## config.mk

```make
export PLATFORM = sky130hd
export DESIGN_NAME = pmsm_power_fsm
export DESIGN_NICKNAME = d
export VERILOG_FILES = /design/src/pmsm_pkg.sv /design/src/pmsm_power_fsm.sv
export VERILOG_INCLUDE_DIRS = /design/src
export SDC_FILE = /design/constraint.sdc
export NUM_CORES = 1
export LEC_CHECK = 0
export ABC_AREA = 1
export BUFFER_PORTS_ARGS = -buffer_cell sky130_fd_sc_hd__buf_4
export CAP_MARGIN = 20
export CORE_ASPECT_RATIO = 1.5
export CORE_MARGIN = 5
export CORE_UTILIZATION = 55
export CTS_BUF_LIST = sky130_fd_sc_hd__clkbuf_4 sky130_fd_sc_hd__clkbuf_8
export CTS_CLUSTER_DIAMETER = 30
export DETAILED_ROUTE_END_ITERATION = 8
export GPL_TIMING_DRIVEN = 0
export PLACE_DENSITY = 0.73
export SLEW_MARGIN = 25
export SYNTH_ARGS = -nofsm -noshare
export SYNTH_HDL_FRONTEND = slang
export SYNTH_SLANG_ARGS = --single-unit
```

## constraint.sdc

```tcl
create_clock -name clk -period 7.8 [get_ports clk]
set_input_delay 0.39 -clock clk [delete_from_list [all_inputs] [get_ports clk]]
set_output_delay 0.39 -clock clk [all_outputs]
set_load 0.05 [all_outputs]
```

## src/pmsm_regs.svh

```systemverilog
// Purpose: Timing constants and reset values of the power-mode state machine.
// Assumes: A 125 MHz system clock and a 32768 Hz slow time base.
// Notes: Times are kept in their own unit; tick counts are derived here.
`ifndef PMSM_REGS_SVH
`define PMSM_REGS_SVH

`define PMSM_CLK_HZ 125000000
`define PMSM_SLOW_HZ 32768
// Converts microseconds to slow ticks; sized so large products do not wrap.
`define PMSM_TICKS(us) (((us) * 64'd32768) / 64'd1000000)

`define PMSM_DBNC_SHORT_US 31250
`define PMSM_DBNC_MID_US 125000
`define PMSM_DBNC_LONG_US 750000
`define PMSM_HOLD_WAKE_US 1000000
`define PMSM_HOLD_OFF_US 4000000
`define PMSM_STBY_DLY_UNIT_TICKS 8'h20

`define PMSM_DBNC_SEL_MID 2'h2
`define PMSM_DBNC_SEL_LONG 2'h3
`define PMSM_BUTTON_BIT 0
`define PMSM_POWER_ON_BIT 1
`define PMSM_DB_RESET 2'h1
`define PMSM_STBY_POL_RESET 1'h0

`endif

```

## src/pmsm_pkg.sv

```systemverilog
// Purpose: Types shared by the power-mode state machine and its users.
// Assumes: Nothing beyond SystemVerilog packed types.
// Notes: Constants live in pmsm_regs.svh.
package pmsm_pkg;

    typedef enum logic [2:0] {
        ST_REGS_OFF,
        ST_RUN,
        ST_STANDBY,
        ST_SLEEP,
        ST_CORE_SHUT,
        ST_TRANSPORT
    } pmsm_state_e;

    typedef struct packed {
        logic up_req;
        logic down_req;
        logic regs_on;
        logic rtc_supply_en;
    } pmsm_seq_s;

    typedef struct packed {
        logic rise;
        logic fall;
    } pmsm_btn_int_s;

endpackage

```

## src/pmsm_power_fsm.sv

```systemverilog
// Purpose: Power-mode state machine with push-button and power-on debounce.
// Assumes: Button, power-on and standby pins synchronous-safe via slow-tick synchronisers.
// Notes: Regulator timing itself is done by an outside sequencer.
`timescale 1ns/1ps
`include "pmsm_regs.svh"

// Function
// [RULE_01] Debounce turn-on with selectable 31.25/125/750 ms
// [RULE_02] Falling interrupt debounce selected, rising fixed short
// [RULE_03] Debounced button rise sets interrupt flag
// [RULE_04] Flag cleared by software or regulators-off
// [RULE_05] Six states in two groups
// [RULE_06] Off-to-on only via regulators-off into run
// [RULE_07] Turn-off moves any on state to regulators-off
// [RULE_08] Power up, then release host reset
// [RULE_09] Standby only from run, follows standby request
// [RULE_10] Standby request is pin XOR invert bit
// [RULE_11] Standby to run uses power-up order
// [RULE_12] Standby to sleep uses power-down order
// [RULE_13] Sleep entry from power-on pin, mode dependent
// [RULE_14] Sleep entry down, exit up sequence
// [RULE_15] Host reset released in run, standby, sleep
// [RULE_16] Host reset asserted in every off state
// [RULE_17] Long hold or charger attach wakes to off
// [RULE_18] Regulators-off and core-shutdown keep only backup supply
// [RULE_19] Turn-on is level high or falling edge
// [RULE_20] Turn-off event sources
// [RULE_21] No core-shutdown while charger attached
// [RULE_22] Three slow cycles standby synchronisation allowance
// [RULE_23] Two-flop sync, debounce counted in slow ticks
// [RULE_24] Reset to regulators-off, reset asserted, flags clear
module pmsm_power_fsm
    import pmsm_pkg::*;
#(
    parameter logic [11:0] TICK_DIV = 12'(`PMSM_CLK_HZ / `PMSM_SLOW_HZ),
    parameter logic [17:0] DBNC_LONG = 18'(`PMSM_TICKS(`PMSM_DBNC_LONG_US)),
    parameter logic [17:0] HOLD_WAKE = 18'(`PMSM_TICKS(`PMSM_HOLD_WAKE_US)),
    parameter logic [17:0] HOLD_OFF = 18'(`PMSM_TICKS(`PMSM_HOLD_OFF_US))
)
(
    // Clock and reset
    input wire logic clk,
    input wire logic rst_n,
    // Push button and power-on pin
    input wire logic push_button_input,
    input wire logic power_on_input,
    input wire logic power_on_edge_mode_cfg,
    input wire logic [1:0] button_debounce_sel,
    // Host processor pins and controls
    input wire logic standby_pin,
    input wire logic standby_polarity_invert,
    input wire logic [1:0] standby_holdoff_delay,
    input wire logic watchdog_reset_input,
    // System events and requests
    input wire logic thermal_shutdown,
    input wire logic charger_attached,
    input wire logic transport_request,
    input wire logic core_shutdown_request,
    input wire logic long_press_off_enable,
    input wire logic button_reset_enable,
    input wire logic sleep_keeps_any_reg,
    // Button interrupt flags
    input wire logic [1:0] button_int_clear,
    output pmsm_btn_int_s button_int,
    // Regulator sequencer handshake
    input wire logic seq_all_up,
    output pmsm_seq_s seq_cmd,
    // Host reset open-drain pin
    input wire logic host_reset_out_n_in,
    output logic host_reset_out_n_out,
    output logic host_reset_out_n_oe,
    // Status
    output pmsm_state_e power_state,
    output logic power_on_edge_mode
);

    localparam logic [17:0] DBNC_SHORT =
        18'(`PMSM_TICKS(`PMSM_DBNC_SHORT_US));
    localparam logic [17:0] DBNC_MID = 18'(`PMSM_TICKS(`PMSM_DBNC_MID_US));

    function automatic logic [17:0] dbnc_limit(input logic [1:0] sel);
        case (sel)
            `PMSM_DBNC_SEL_MID: dbnc_limit = DBNC_MID;
            `PMSM_DBNC_SEL_LONG: dbnc_limit = DBNC_LONG;
            default: dbnc_limit = DBNC_SHORT;
        endcase
    endfunction

    function automatic logic sys_on(input pmsm_state_e st);
        sys_on = (st == ST_RUN) || (st == ST_STANDBY) || (st == ST_SLEEP);
    endfunction

    logic [11:0] tick_cnt_ff;
    logic slow_tick;
    logic [1:0] sync1_ff, sync2_ff, db_ff, db_prev_ff;
    logic [17:0] dcnt_ff [2];
    logic [17:0] hold_ff [2];
    logic [1:0] db_rise, db_fall;
    logic [2:0] stby_sync_ff;
    logic [7:0] stby_dly_ff;
    logic stby_req, stby_go;
    logic edge_mode_ff, cfg_loaded_ff;
    logic chg_prev_ff, chg_evt;
    logic wake_arm_ff, start_done_ff, hr_rel_ff;
    logic btn_wake, btn_greset, pwr_long, wd_fault;
    logic turn_on, off_evt, sleep_go, sleep_exit;
    pmsm_state_e state_ff, nxt_state;
    pmsm_btn_int_s int_ff;
    pmsm_seq_s seq_ff;

    // Slow time base shared by debounce, hold and standby counters.
    always_ff @(posedge clk)
    begin
        if (!rst_n)
            tick_cnt_ff <= 12'h000;
        else if (tick_cnt_ff == TICK_DIV - 12'h001)
            tick_cnt_ff <= 12'h000;
        else
            tick_cnt_ff <= tick_cnt_ff + 12'h001;
    end
    assign slow_tick = (tick_cnt_ff == 12'h000);

    // The edge-mode strap is caught once, after reset is released.
    always_ff @(posedge clk)
    begin
        if (!rst_n)
        begin
            edge_mode_ff <= 1'b0;
            cfg_loaded_ff <= 1'b0;
        end
        else if (!cfg_loaded_ff)
        begin
            edge_mode_ff <= power_on_edge_mode_cfg;
            cfg_loaded_ff <= 1'b1;
        end
    end

    // Channel 0 is the button, channel 1 the power-on pin.
    always_ff @(posedge clk)
    begin
        if (!rst_n)
        begin
            sync1_ff <= `PMSM_DB_RESET;
            sync2_ff <= `PMSM_DB_RESET;
            db_ff <= `PMSM_DB_RESET;
            dcnt_ff[0] <= 18'h00000;
            dcnt_ff[1] <= 18'h00000;
        end
        else if (slow_tick)
        begin
            sync1_ff <= {power_on_input, push_button_input}; // RULE_23
            sync2_ff <= sync1_ff; // RULE_23
            for (int i = 0; i < 2; i++)
            begin
                if (sync2_ff[i] == db_ff[i])
                    dcnt_ff[i] <= 18'h00000;
                else if (dcnt_ff[i] >= ((i == 1 || db_ff[i]) ?
                         dbnc_limit(button_debounce_sel) : DBNC_SHORT)
                         - 18'h00001) // RULE_01 RULE_02
                begin
                    db_ff[i] <= sync2_ff[i];
                    dcnt_ff[i] <= 18'h00000;
                end
                else
                    dcnt_ff[i] <= dcnt_ff[i] + 18'h00001;
            end
        end
    end

    always_ff @(posedge clk)
    begin
        if (!rst_n)
            db_prev_ff <= `PMSM_DB_RESET;
        else
            db_prev_ff <= db_ff;
    end
    assign db_rise = db_ff & ~db_prev_ff;
    assign db_fall = ~db_ff & db_prev_ff;

    // Hold timers restart on every state change, so a press still held is timed again in the new state.
    always_ff @(posedge clk)
    begin
        for (int i = 0; i < 2; i++)
        begin
            if (!rst_n || db_ff[i] || nxt_state != state_ff)
                hold_ff[i] <= 18'h00000;
            else if (slow_tick && hold_ff[i] != 18'h3FFFF)
                hold_ff[i] <= hold_ff[i] + 18'h00001;
        end
    end
    assign btn_wake = hold_ff[`PMSM_BUTTON_BIT] > HOLD_WAKE;
    assign btn_greset = hold_ff[`PMSM_BUTTON_BIT] >= HOLD_OFF;
    assign pwr_long = hold_ff[`PMSM_POWER_ON_BIT] >= HOLD_OFF;

    // Three stages give the synchronisation allowance before hold-off.
    always_ff @(posedge clk)
    begin
        if (!rst_n)
            stby_sync_ff <= {3{`PMSM_STBY_POL_RESET}};
        else if (slow_tick)
            stby_sync_ff <= {stby_sync_ff[1:0],
                             standby_pin ^ standby_polarity_invert}; // RULE_10
    end
    assign stby_req = stby_sync_ff[2]; // RULE_22

    always_ff @(posedge clk)
    begin
        if (!rst_n || !stby_req || state_ff != ST_RUN)
            stby_dly_ff <= 8'h00;
        else if (slow_tick && stby_dly_ff != 8'hFF)
            stby_dly_ff <= stby_dly_ff + 8'h01;
    end
    assign stby_go = stby_req && (stby_dly_ff >=
        8'(standby_holdoff_delay * `PMSM_STBY_DLY_UNIT_TICKS)); // RULE_22

    always_ff @(posedge clk)
    begin
        if (!rst_n)
            chg_prev_ff <= 1'b0;
        else
            chg_prev_ff <= charger_attached;
    end
    assign chg_evt = charger_attached && !chg_prev_ff;

    // Watchdog is ignored until start-up has released the host reset.
    // The host holds the pin low while in reset, so gate on the release.
    assign wd_fault = !watchdog_reset_input && hr_rel_ff;
    assign turn_on = !thermal_shutdown && (edge_mode_ff ?
        db_fall[`PMSM_POWER_ON_BIT] : db_ff[`PMSM_POWER_ON_BIT]); // RULE_19
    assign off_evt = thermal_shutdown || transport_request || wd_fault ||
        (btn_greset && button_reset_enable) ||
        (edge_mode_ff ? (pwr_long && long_press_off_enable &&
            (!sleep_keeps_any_reg || state_ff == ST_SLEEP)) :
            (!db_ff[`PMSM_POWER_ON_BIT] && !sleep_keeps_any_reg)); // RULE_20
    assign sleep_go = sleep_keeps_any_reg && (edge_mode_ff ?
        (pwr_long && long_press_off_enable) :
        !db_ff[`PMSM_POWER_ON_BIT]); // RULE_13
    assign sleep_exit = edge_mode_ff ?
        (db_rise[`PMSM_POWER_ON_BIT] && wake_arm_ff) :
        db_ff[`PMSM_POWER_ON_BIT];

    // In edge mode, sleep is left for run only on a fresh press and release.
    always_ff @(posedge clk)
    begin
        if (!rst_n || state_ff != ST_SLEEP)
            wake_arm_ff <= 1'b0;
        else if (db_fall[`PMSM_POWER_ON_BIT])
            wake_arm_ff <= 1'b1;
    end

    always_comb
    begin
        nxt_state = state_ff;
        case (state_ff) // RULE_05
            ST_REGS_OFF:
            begin
                if (turn_on)
                    nxt_state = ST_RUN; // RULE_06
                else if (transport_request && !charger_attached)
                    nxt_state = ST_TRANSPORT;
                else if (!charger_attached && ((core_shutdown_request &&
                         db_ff[`PMSM_BUTTON_BIT]) ||
                         (btn_greset && button_reset_enable))) // RULE_21
                    nxt_state = ST_CORE_SHUT;
            end
            ST_RUN:
            begin
                if (off_evt)
                    nxt_state = ST_REGS_OFF; // RULE_07
                else if (sleep_go)
                    nxt_state = ST_SLEEP;
                else if (stby_go)
                    nxt_state = ST_STANDBY; // RULE_09
            end
            ST_STANDBY:
            begin
                if (off_evt)
                    nxt_state = ST_REGS_OFF; // RULE_07
                else if (sleep_go)
                    nxt_state = ST_SLEEP; // RULE_12
                else if (!stby_req)
                    nxt_state = ST_RUN; // RULE_09
            end
            ST_SLEEP:
            begin
                if (off_evt)
                    nxt_state = ST_REGS_OFF; // RULE_07
                else if (sleep_exit)
                    nxt_state = ST_RUN;
            end
            ST_CORE_SHUT, ST_TRANSPORT:
            begin
                if (btn_wake || chg_evt)
                    nxt_state = ST_REGS_OFF; // RULE_17
            end
            default:
                nxt_state = ST_REGS_OFF;
        endcase
    end

    always_ff @(posedge clk)
    begin
        if (!rst_n)
            state_ff <= ST_REGS_OFF; // RULE_24
        else
            state_ff <= nxt_state;
    end

    // Sequencer requests; up on any entry to run, down on any step down out of run, standby or sleep.
    always_ff @(posedge clk)
    begin
        if (!rst_n)
            seq_ff <= '{up_req: 1'b0, down_req: 1'b0, regs_on: 1'b0,
                        rtc_supply_en: 1'b1};
        else
        begin
            seq_ff.up_req <= nxt_state == ST_RUN &&
                             state_ff != ST_RUN; // RULE_08 RULE_11 RULE_14
            seq_ff.down_req <= nxt_state != state_ff && sys_on(state_ff) &&
                               nxt_state != ST_RUN; // RULE_12 RULE_14
            seq_ff.regs_on <= sys_on(nxt_state); // RULE_18
            seq_ff.rtc_supply_en <= nxt_state != ST_TRANSPORT; // RULE_18
        end
    end

    always_ff @(posedge clk)
    begin
        if (!rst_n || !sys_on(state_ff))
            start_done_ff <= 1'b0;
        else if (state_ff == ST_RUN && seq_all_up)
            start_done_ff <= 1'b1; // RULE_08
    end

    always_ff @(posedge clk)
    begin
        if (!rst_n)
            hr_rel_ff <= 1'b0; // RULE_24
        else
            // Next state is used so reset asserts with the off state.
            hr_rel_ff <= sys_on(nxt_state) && start_done_ff; // RULE_15 RULE_16
    end

    // A set in the same cycle as a clear is kept.
    always_ff @(posedge clk)
    begin
        if (!rst_n)
            int_ff <= '0; // RULE_24
        else
        begin
            int_ff.rise <= db_rise[`PMSM_BUTTON_BIT] || (int_ff.rise &&
                !button_int_clear[0] && state_ff != ST_REGS_OFF); // RULE_03
            int_ff.fall <= db_fall[`PMSM_BUTTON_BIT] || (int_ff.fall &&
                !button_int_clear[1] && state_ff != ST_REGS_OFF); // RULE_04
        end
    end

    assign button_int = int_ff;
    assign seq_cmd = seq_ff;
    assign host_reset_out_n_out = 1'b0;
    assign host_reset_out_n_oe = !hr_rel_ff;
    assign power_state = state_ff;
    assign power_on_edge_mode = edge_mode_ff;

    a_reset_off_group: assert property (@(posedge clk) disable iff (!rst_n)
        !sys_on(state_ff) |-> host_reset_out_n_oe) // RULE_16
        else $error("host reset released in an off state");
    a_reset_held_on: assert property (@(posedge clk) disable iff (!rst_n)
        start_done_ff && sys_on(nxt_state) |=> !host_reset_out_n_oe) // RULE_15
        else $error("host reset asserted in an on state");
    a_off_to_run: assert property (@(posedge clk) disable iff (!rst_n)
        state_ff == ST_REGS_OFF ##1 sys_on(state_ff)
        |-> state_ff == ST_RUN && $past(turn_on)) // RULE_06
        else $error("regulators-off left to a state other than run");
    a_standby_entry: assert property (@(posedge clk) disable iff (!rst_n)
        $rose(state_ff == ST_STANDBY) |-> $past(state_ff) == ST_RUN
        && $past(stby_req)) // RULE_09
        else $error("standby entered from a state other than run");
    a_rise_sets_flag: assert property (@(posedge clk) disable iff (!rst_n)
        db_rise[`PMSM_BUTTON_BIT] ##1
        (!button_int_clear[0] && state_ff != ST_REGS_OFF)
        |-> button_int.rise ##1 button_int.rise) // RULE_03
        else $error("button rise did not set the flag");
    a_off_clears_flag: assert property (@(posedge clk) disable iff (!rst_n)
        state_ff == ST_REGS_OFF && !db_rise[`PMSM_BUTTON_BIT]
        |=> !button_int.rise) // RULE_04
        else $error("button flag survived regulators-off");
    a_core_no_charger: assert property (@(posedge clk) disable iff (!rst_n)
        state_ff == ST_REGS_OFF && charger_attached
        |=> state_ff != ST_CORE_SHUT) // RULE_21
        else $error("core-shutdown entered with charger attached");
    a_off_backup_only: assert property (@(posedge clk) disable iff (!rst_n)
        state_ff inside {ST_REGS_OFF, ST_CORE_SHUT}
        |-> !seq_cmd.regs_on && seq_cmd.rtc_supply_en) // RULE_18
        else $error("supplies wrong in regulators-off or core-shutdown");
    a_turn_off_now: assert property (@(posedge clk) disable iff (!rst_n)
        sys_on(state_ff) && off_evt |=> state_ff == ST_REGS_OFF) // RULE_07
        else $error("turn-off event did not reach regulators-off");
    a_run_powers_up: assert property (@(posedge clk) disable iff (!rst_n)
        $rose(state_ff == ST_RUN) |-> seq_cmd.up_req
        ##1 !seq_cmd.up_req) // RULE_08
        else $error("run entered without one power-up request");

endmodule

```

# [After elaboration in Yosys (flattened, before gate mapping)]
# Memories as Yosys holds them, arrays and structs flattened.
# Index checks and enable logic that the tools add are counted.
[op_classes] magnitude_cmp=6 add_sub_neg=8 n_reduce_logical=65 mux=73 bitwise_logic=16 n_eq_ne=21
[ops] cell="2-to-1 mux 18 bit" n=15
[ops] cell="adder 18 x 1 -> 18 bit, second input constant" n=4
[ops] cell="2-to-1 mux 1 bit" n=44
[ops] cell="greater-or-equal comparator 18 bit" n=2
[ops] cell="greater-or-equal comparator 18 bit, second input constant" n=2
[ops] cell="2-to-1 mux 3 bit" n=12
[ops] cell="!= test 18 bit, second input constant" n=2
[ops] cell="subtractor 18 x 1 -> 18 bit, second input constant" n=2
[ops] cell="case mux 15 bit (2 select lines)" n=1
[ops] cell="logical AND 1 bit" n=25
[ops] cell="logical OR 1 bit" n=21
[ops] cell="> comparator 18 x 16 -> 1 bit, second input constant" n=1
[ops] cell="case mux 3 bit (5 select lines)" n=1
[ops] cell="adder 12 x 1 -> 12 bit, second input constant" n=1
[ops] cell="equality test 12 bit, second input constant" n=1
[ops] cell="equality test 3 x 2 -> 1 bit, second input constant" n=4
[ops] cell="zero test 1 bit" n=12
[ops] cell="zero test 12 bit" n=1
[ops] cell="adder 8 x 1 -> 8 bit, second input constant" n=1
[ops] cell="greater-or-equal comparator 8 x 7 -> 1 bit" n=1
[ops] cell="!= test 8 bit, second input constant" n=1
[ops] cell="OR 1 bit" n=8
[ops] cell="equality test 3 x 1 -> 1 bit, second input constant" n=2
[ops] cell="equality test 3 bit, second input constant" n=2
[ops] cell="14 further kinds" n=23
[word_totals] output_inout_bits=12 register_bits=46 ram_bits=72 memories=2 word_cells=212 inputBits=23
[mem_list] memory="dcnt_ff" words=2 width=18 read_ports=2 rd_clocked_by_memory_dff=0 wr=2 line_no="pmsm_power_fsm.sv:96" text="logic [17:0] dcnt_ff [2];"
[mem_list] memory="hold_ff" words=2 width=18 read_ports=2 rd_clocked_by_memory_dff=0 wr=2 line_no="pmsm_power_fsm.sv:97" text="logic [17:0] hold_ff [2];"

# [Depth between registers and ports, before layout]
[depth] depth_word=15 mapped_depth=17 ltp_nobuf=17

# [Worst setup path before layout]
# OpenSTA, ideal clock, no wires.
[synth_timing] path_type="reg-to-reg" from="register state_ff[0] (netlist: power_state[0])" to="memory hold_ff[0][0] (enable)" setup_ps=434 required_ps=7366 path_buffers=0 arrival_time_ps=2221 setup_slack_ps=5145 synth_period_minus_slack_ps=2655 stages_incl_launch_ff=10 cell_sequence="dfxtp_1 inv_2 nand2_2 nor2_2 and3_4 o21ai_1 nand2_1 a21oi_4 and2_2 nand3_1"
[synth_lines] item="start, declared" line_no="pmsm_power_fsm.sv:107" text="pmsm_state_e state_ff, nxt_state;"
[synth_lines] item="start signal, assigned" line_no="pmsm_power_fsm.sv:306" text="state_ff <= nxt_state;"
[synth_lines] item="end, declared" line_no="pmsm_power_fsm.sv:97"

==> impl_metrics.yaml <==
status:
  outcome: "complete, no violations"
drt:
  via_per_inst: 5.18
  drc: 0
  ant_nets: 0
  drtIter0Drc: 260
  drt-pass1-iter-count: 4
  drt-wirelength-per-cell_um: 13.1
  finalWirelength_um: 13000
  vias: 5163
setup_path:
  path_cells: "nand2_1, or2_2, ha_1, xor2_1, ha_1, nand2_1, o21a_1, o2111ai_1, nand3b_1, buf_2, a21oi_1"
  rr_worst_depth: 11
  slowest_stage: "dfxtp_1"
  required_ns: 7.96
  crit_family: "simple AND/OR/NAND/NOR gates"
  r2r-start: "db_ff[0]"
  reg2reg_to: "dcnt_ff[0][3]"
  critical_path_class: "reg2reg"
  path_buf_inv: 1
  crit_fanout: 10
  end_kind: "flop"
  cp.arrival_ns: 3.18
  crit_cells: 11
  slowest_delay_ns: 0.46
  critPathLaunchType: "flop"
  reg2reg_slack_ns: 4.77
synth:
  yosysWarnings: 0
  synth_compound_area_frac: 0.0489
  yosys.area_share.simple: 0.299
  synth.area.top_cells: "edfxtp_1 32%, dfxtp_1 14%, nand2_1 7.2%, inv_1 6.2%, nor2_1 5.7%"
  synthCells: 775
  synth_top_family_by_area: "simple AND/OR/NAND/NOR gates"
  synth.distinct_cells: 47
  synthesis.area_um2: 6700
  synth_xor_area_frac: 0.0653
  synthAdderAreaFrac: 0.0485
  yosysTopAreaCell: "edfxtp_1"
  ys_seq_area_frac: 0.460
  ys_seq_elements: 118
  synth.top_cell.area_share: 0.323
  synth_mux_area_frac: 0
  avgSynthCellArea_um2: 8.65
sta:
  worst_pin_slew_ns: 0.866
  final.period_utilization: 0.388
  setup_violations: 0
  setup_tns_ns: 0
  postLayoutSetupSlackWorst_ns: 4.77
  fin_crit_ns: 3.03
  relSlewSlack: 0.421
  hold_viol: 0
  skew_ns: 0.0138
  fmax_mhz: 330
  rsz0062_at_grt: "no"
  drv_slew: 0
global_route:
  antenna_found_initial: 0
  grt_pass1_wl_um: 22300
  grt_overflow: 0
  grt_max_degree: 23
  grt_pass1_vias: 5221
  track_usage: 0.187
clock_tree:
  cts_tree: "built"
  cts_hold_buf: 0
  cts_buffers: 17
  htree_levels: 4
  cts_resized: 0
  post_cts_buffers: 0
  clock_sinks: 118
  clk_path_buf_depth: 2
  worstSkewPairLatency_ns: 0.42
  path_clk_slew_ns: 0.06
  cts-root-buf: "clkbuf_8"
placed_design:
  dp_hpwl_um: 9960
  dp_slack_ns: 4.61
  portBuffers: 32
  placed_cells_incl_taps: 964
  gp_congestion: 0.879
die:
  die_area_um2: 14500
  rows: 49
  die_h_um: 145
  initial_core_util: 0.561
  ios: 35
  dieWidth_um: 100
  core_um2: 12000
pwr:
  p_seq_frac: 0.516
  p_int_w: 0.00105
  p_per_area_nw_per_um2: 190
  worst_ir_drop_vdd_v: 0.000143
  p_sw_w: 0.000375
  pwr-share-clk: 0.357
  p_leak_nw: 3.05
  swShare: 0.263
  pwr-share-comb: 0.126
finish:
  regArea_um2: 3080
  area_delta_synth_final_pct: 12.1
  insertedDiodeCount: 0
  n_fill_cell: 1019
  fin_cells: 996
  final_nets: 879
  multi_input_area_um2: 3120
  drive_gt1_frac: 0.147
hold_path:
  min_to: "cfg_loaded_ff"
  hp-class: "in2reg"
  hp-start: "rst_n"
  holdPathStages: 1
run:
  cap_violations: 0
per-stage QoR:
stage / hold WS, ns / utilization / power (W) / area, µm²
final: 0.0854 / 0.629 / 0.00143 / 7510
after CTS: 0.0586 / 0.629 / 0.00144 / 7510
after detailed placement: 0.423 / 0.598 / 0.000931 / 7150
after global placement: 0.420 / 0.598 / 0.000922 / 7150
after global routing: 0.0558 / 0.629 / 0.00150 / 7510
after floorplan: 0.404 / - / 0.000877 / 6720
per-layer routing:
layer	GRT usage	wire (µm)
met5	0	0
met4	0.0688	248
met3	0.0476	447
met2	0.324	6760
met1	0.219	5560
flip-flops by register name, summed over array words and instances, names as in the netlist, 2 cells and up:
name,cells
dcnt_ff,36
hold_ff,36
tick_cnt_ff,12
stby_dly_ff,8
seq_cmd,4
power_state,3
stby_sync_ff,3
button_int,2
db_ff,2
db_prev_ff,2
sync1_ff,2
sync2_ff,2
worst max path at each step:
stage               slack, ns                      from             to
floorplan                5.14            power_state[0]  hold_ff[0][0]
global placement         4.69  standby_holdoff_delay[1]  hold_ff[0][9]
detailed placement       4.61  standby_holdoff_delay[1]  hold_ff[0][8]
CTS                      4.73            stby_dly_ff[5]  hold_ff[0][3]
global route             4.48                  db_ff[0]  dcnt_ff[0][3]
finish                   4.77                  db_ff[0]  dcnt_ff[0][3]
cell type report:
type	instances	share of cell area
inverters	118	0.0589
multi-input cells	535	0.415
clock inverters	7	0.00766
well taps	153	0.0255
repair buffers	32	0.0320
plain buffers	8	0.0103
flip-flops and latches	118	0.410
clock buffers	25	0.0408
cell usage in the layout, fill, tap and decap left out, drive strengths merged, types with 26 or more instances in the layout:
| cell type | instances |
|---|---|
| xor2 | 33 |
| edfxtp | 72 |
| clkbuf | 26 |
| a21oi | 32 |
| buf | 39 |
| inv | 117 |
| nor2 | 128 |
| nand2 | 132 |
| dfxtp | 46 |
| nand3 | 49 |
| ha | 26 |
| nor3 | 31 |
kinds of logic after synthesis:
logic type      Yosys count
simple gates            394
flops                   118
buf+inv                 126
xor+xnor                 50
fa+ha+maj                26
compound gates           59
other cells               2
synthesized netlist by cell type, drive strengths merged:
library cell	number
a21oi	32
a22oi	1
a31o	1
and2	2
and3	1
buf	7
clkbuf	1
clkinv	1
conb	2
dfxtp	46
edfxtp	72
ha	26
inv	117
nand2	132
nand3	49
nand3b	5
nand4	21
nor2	128
nor3	31
nor3b	13
nor4	7
o2111ai	1
o211ai	1
o21a	1
o21ai	18
o21bai	1
o22ai	3
or2	5
xnor2	17
xor2	33
power groups by stage:
stage,Sequential [W],Clock [W],Combinational (W)
after floorplan,0.000752,0,0.000125
after global placement,0.000747,0,0.000175
after detailed placement,0.000750,0,0.000181
after CTS,0.000737,0.000524,0.000182
after global routing,0.000742,0.000553,0.000203
final,0.000737,0.000510,0.000180
(Power assumes the default switching activity.)
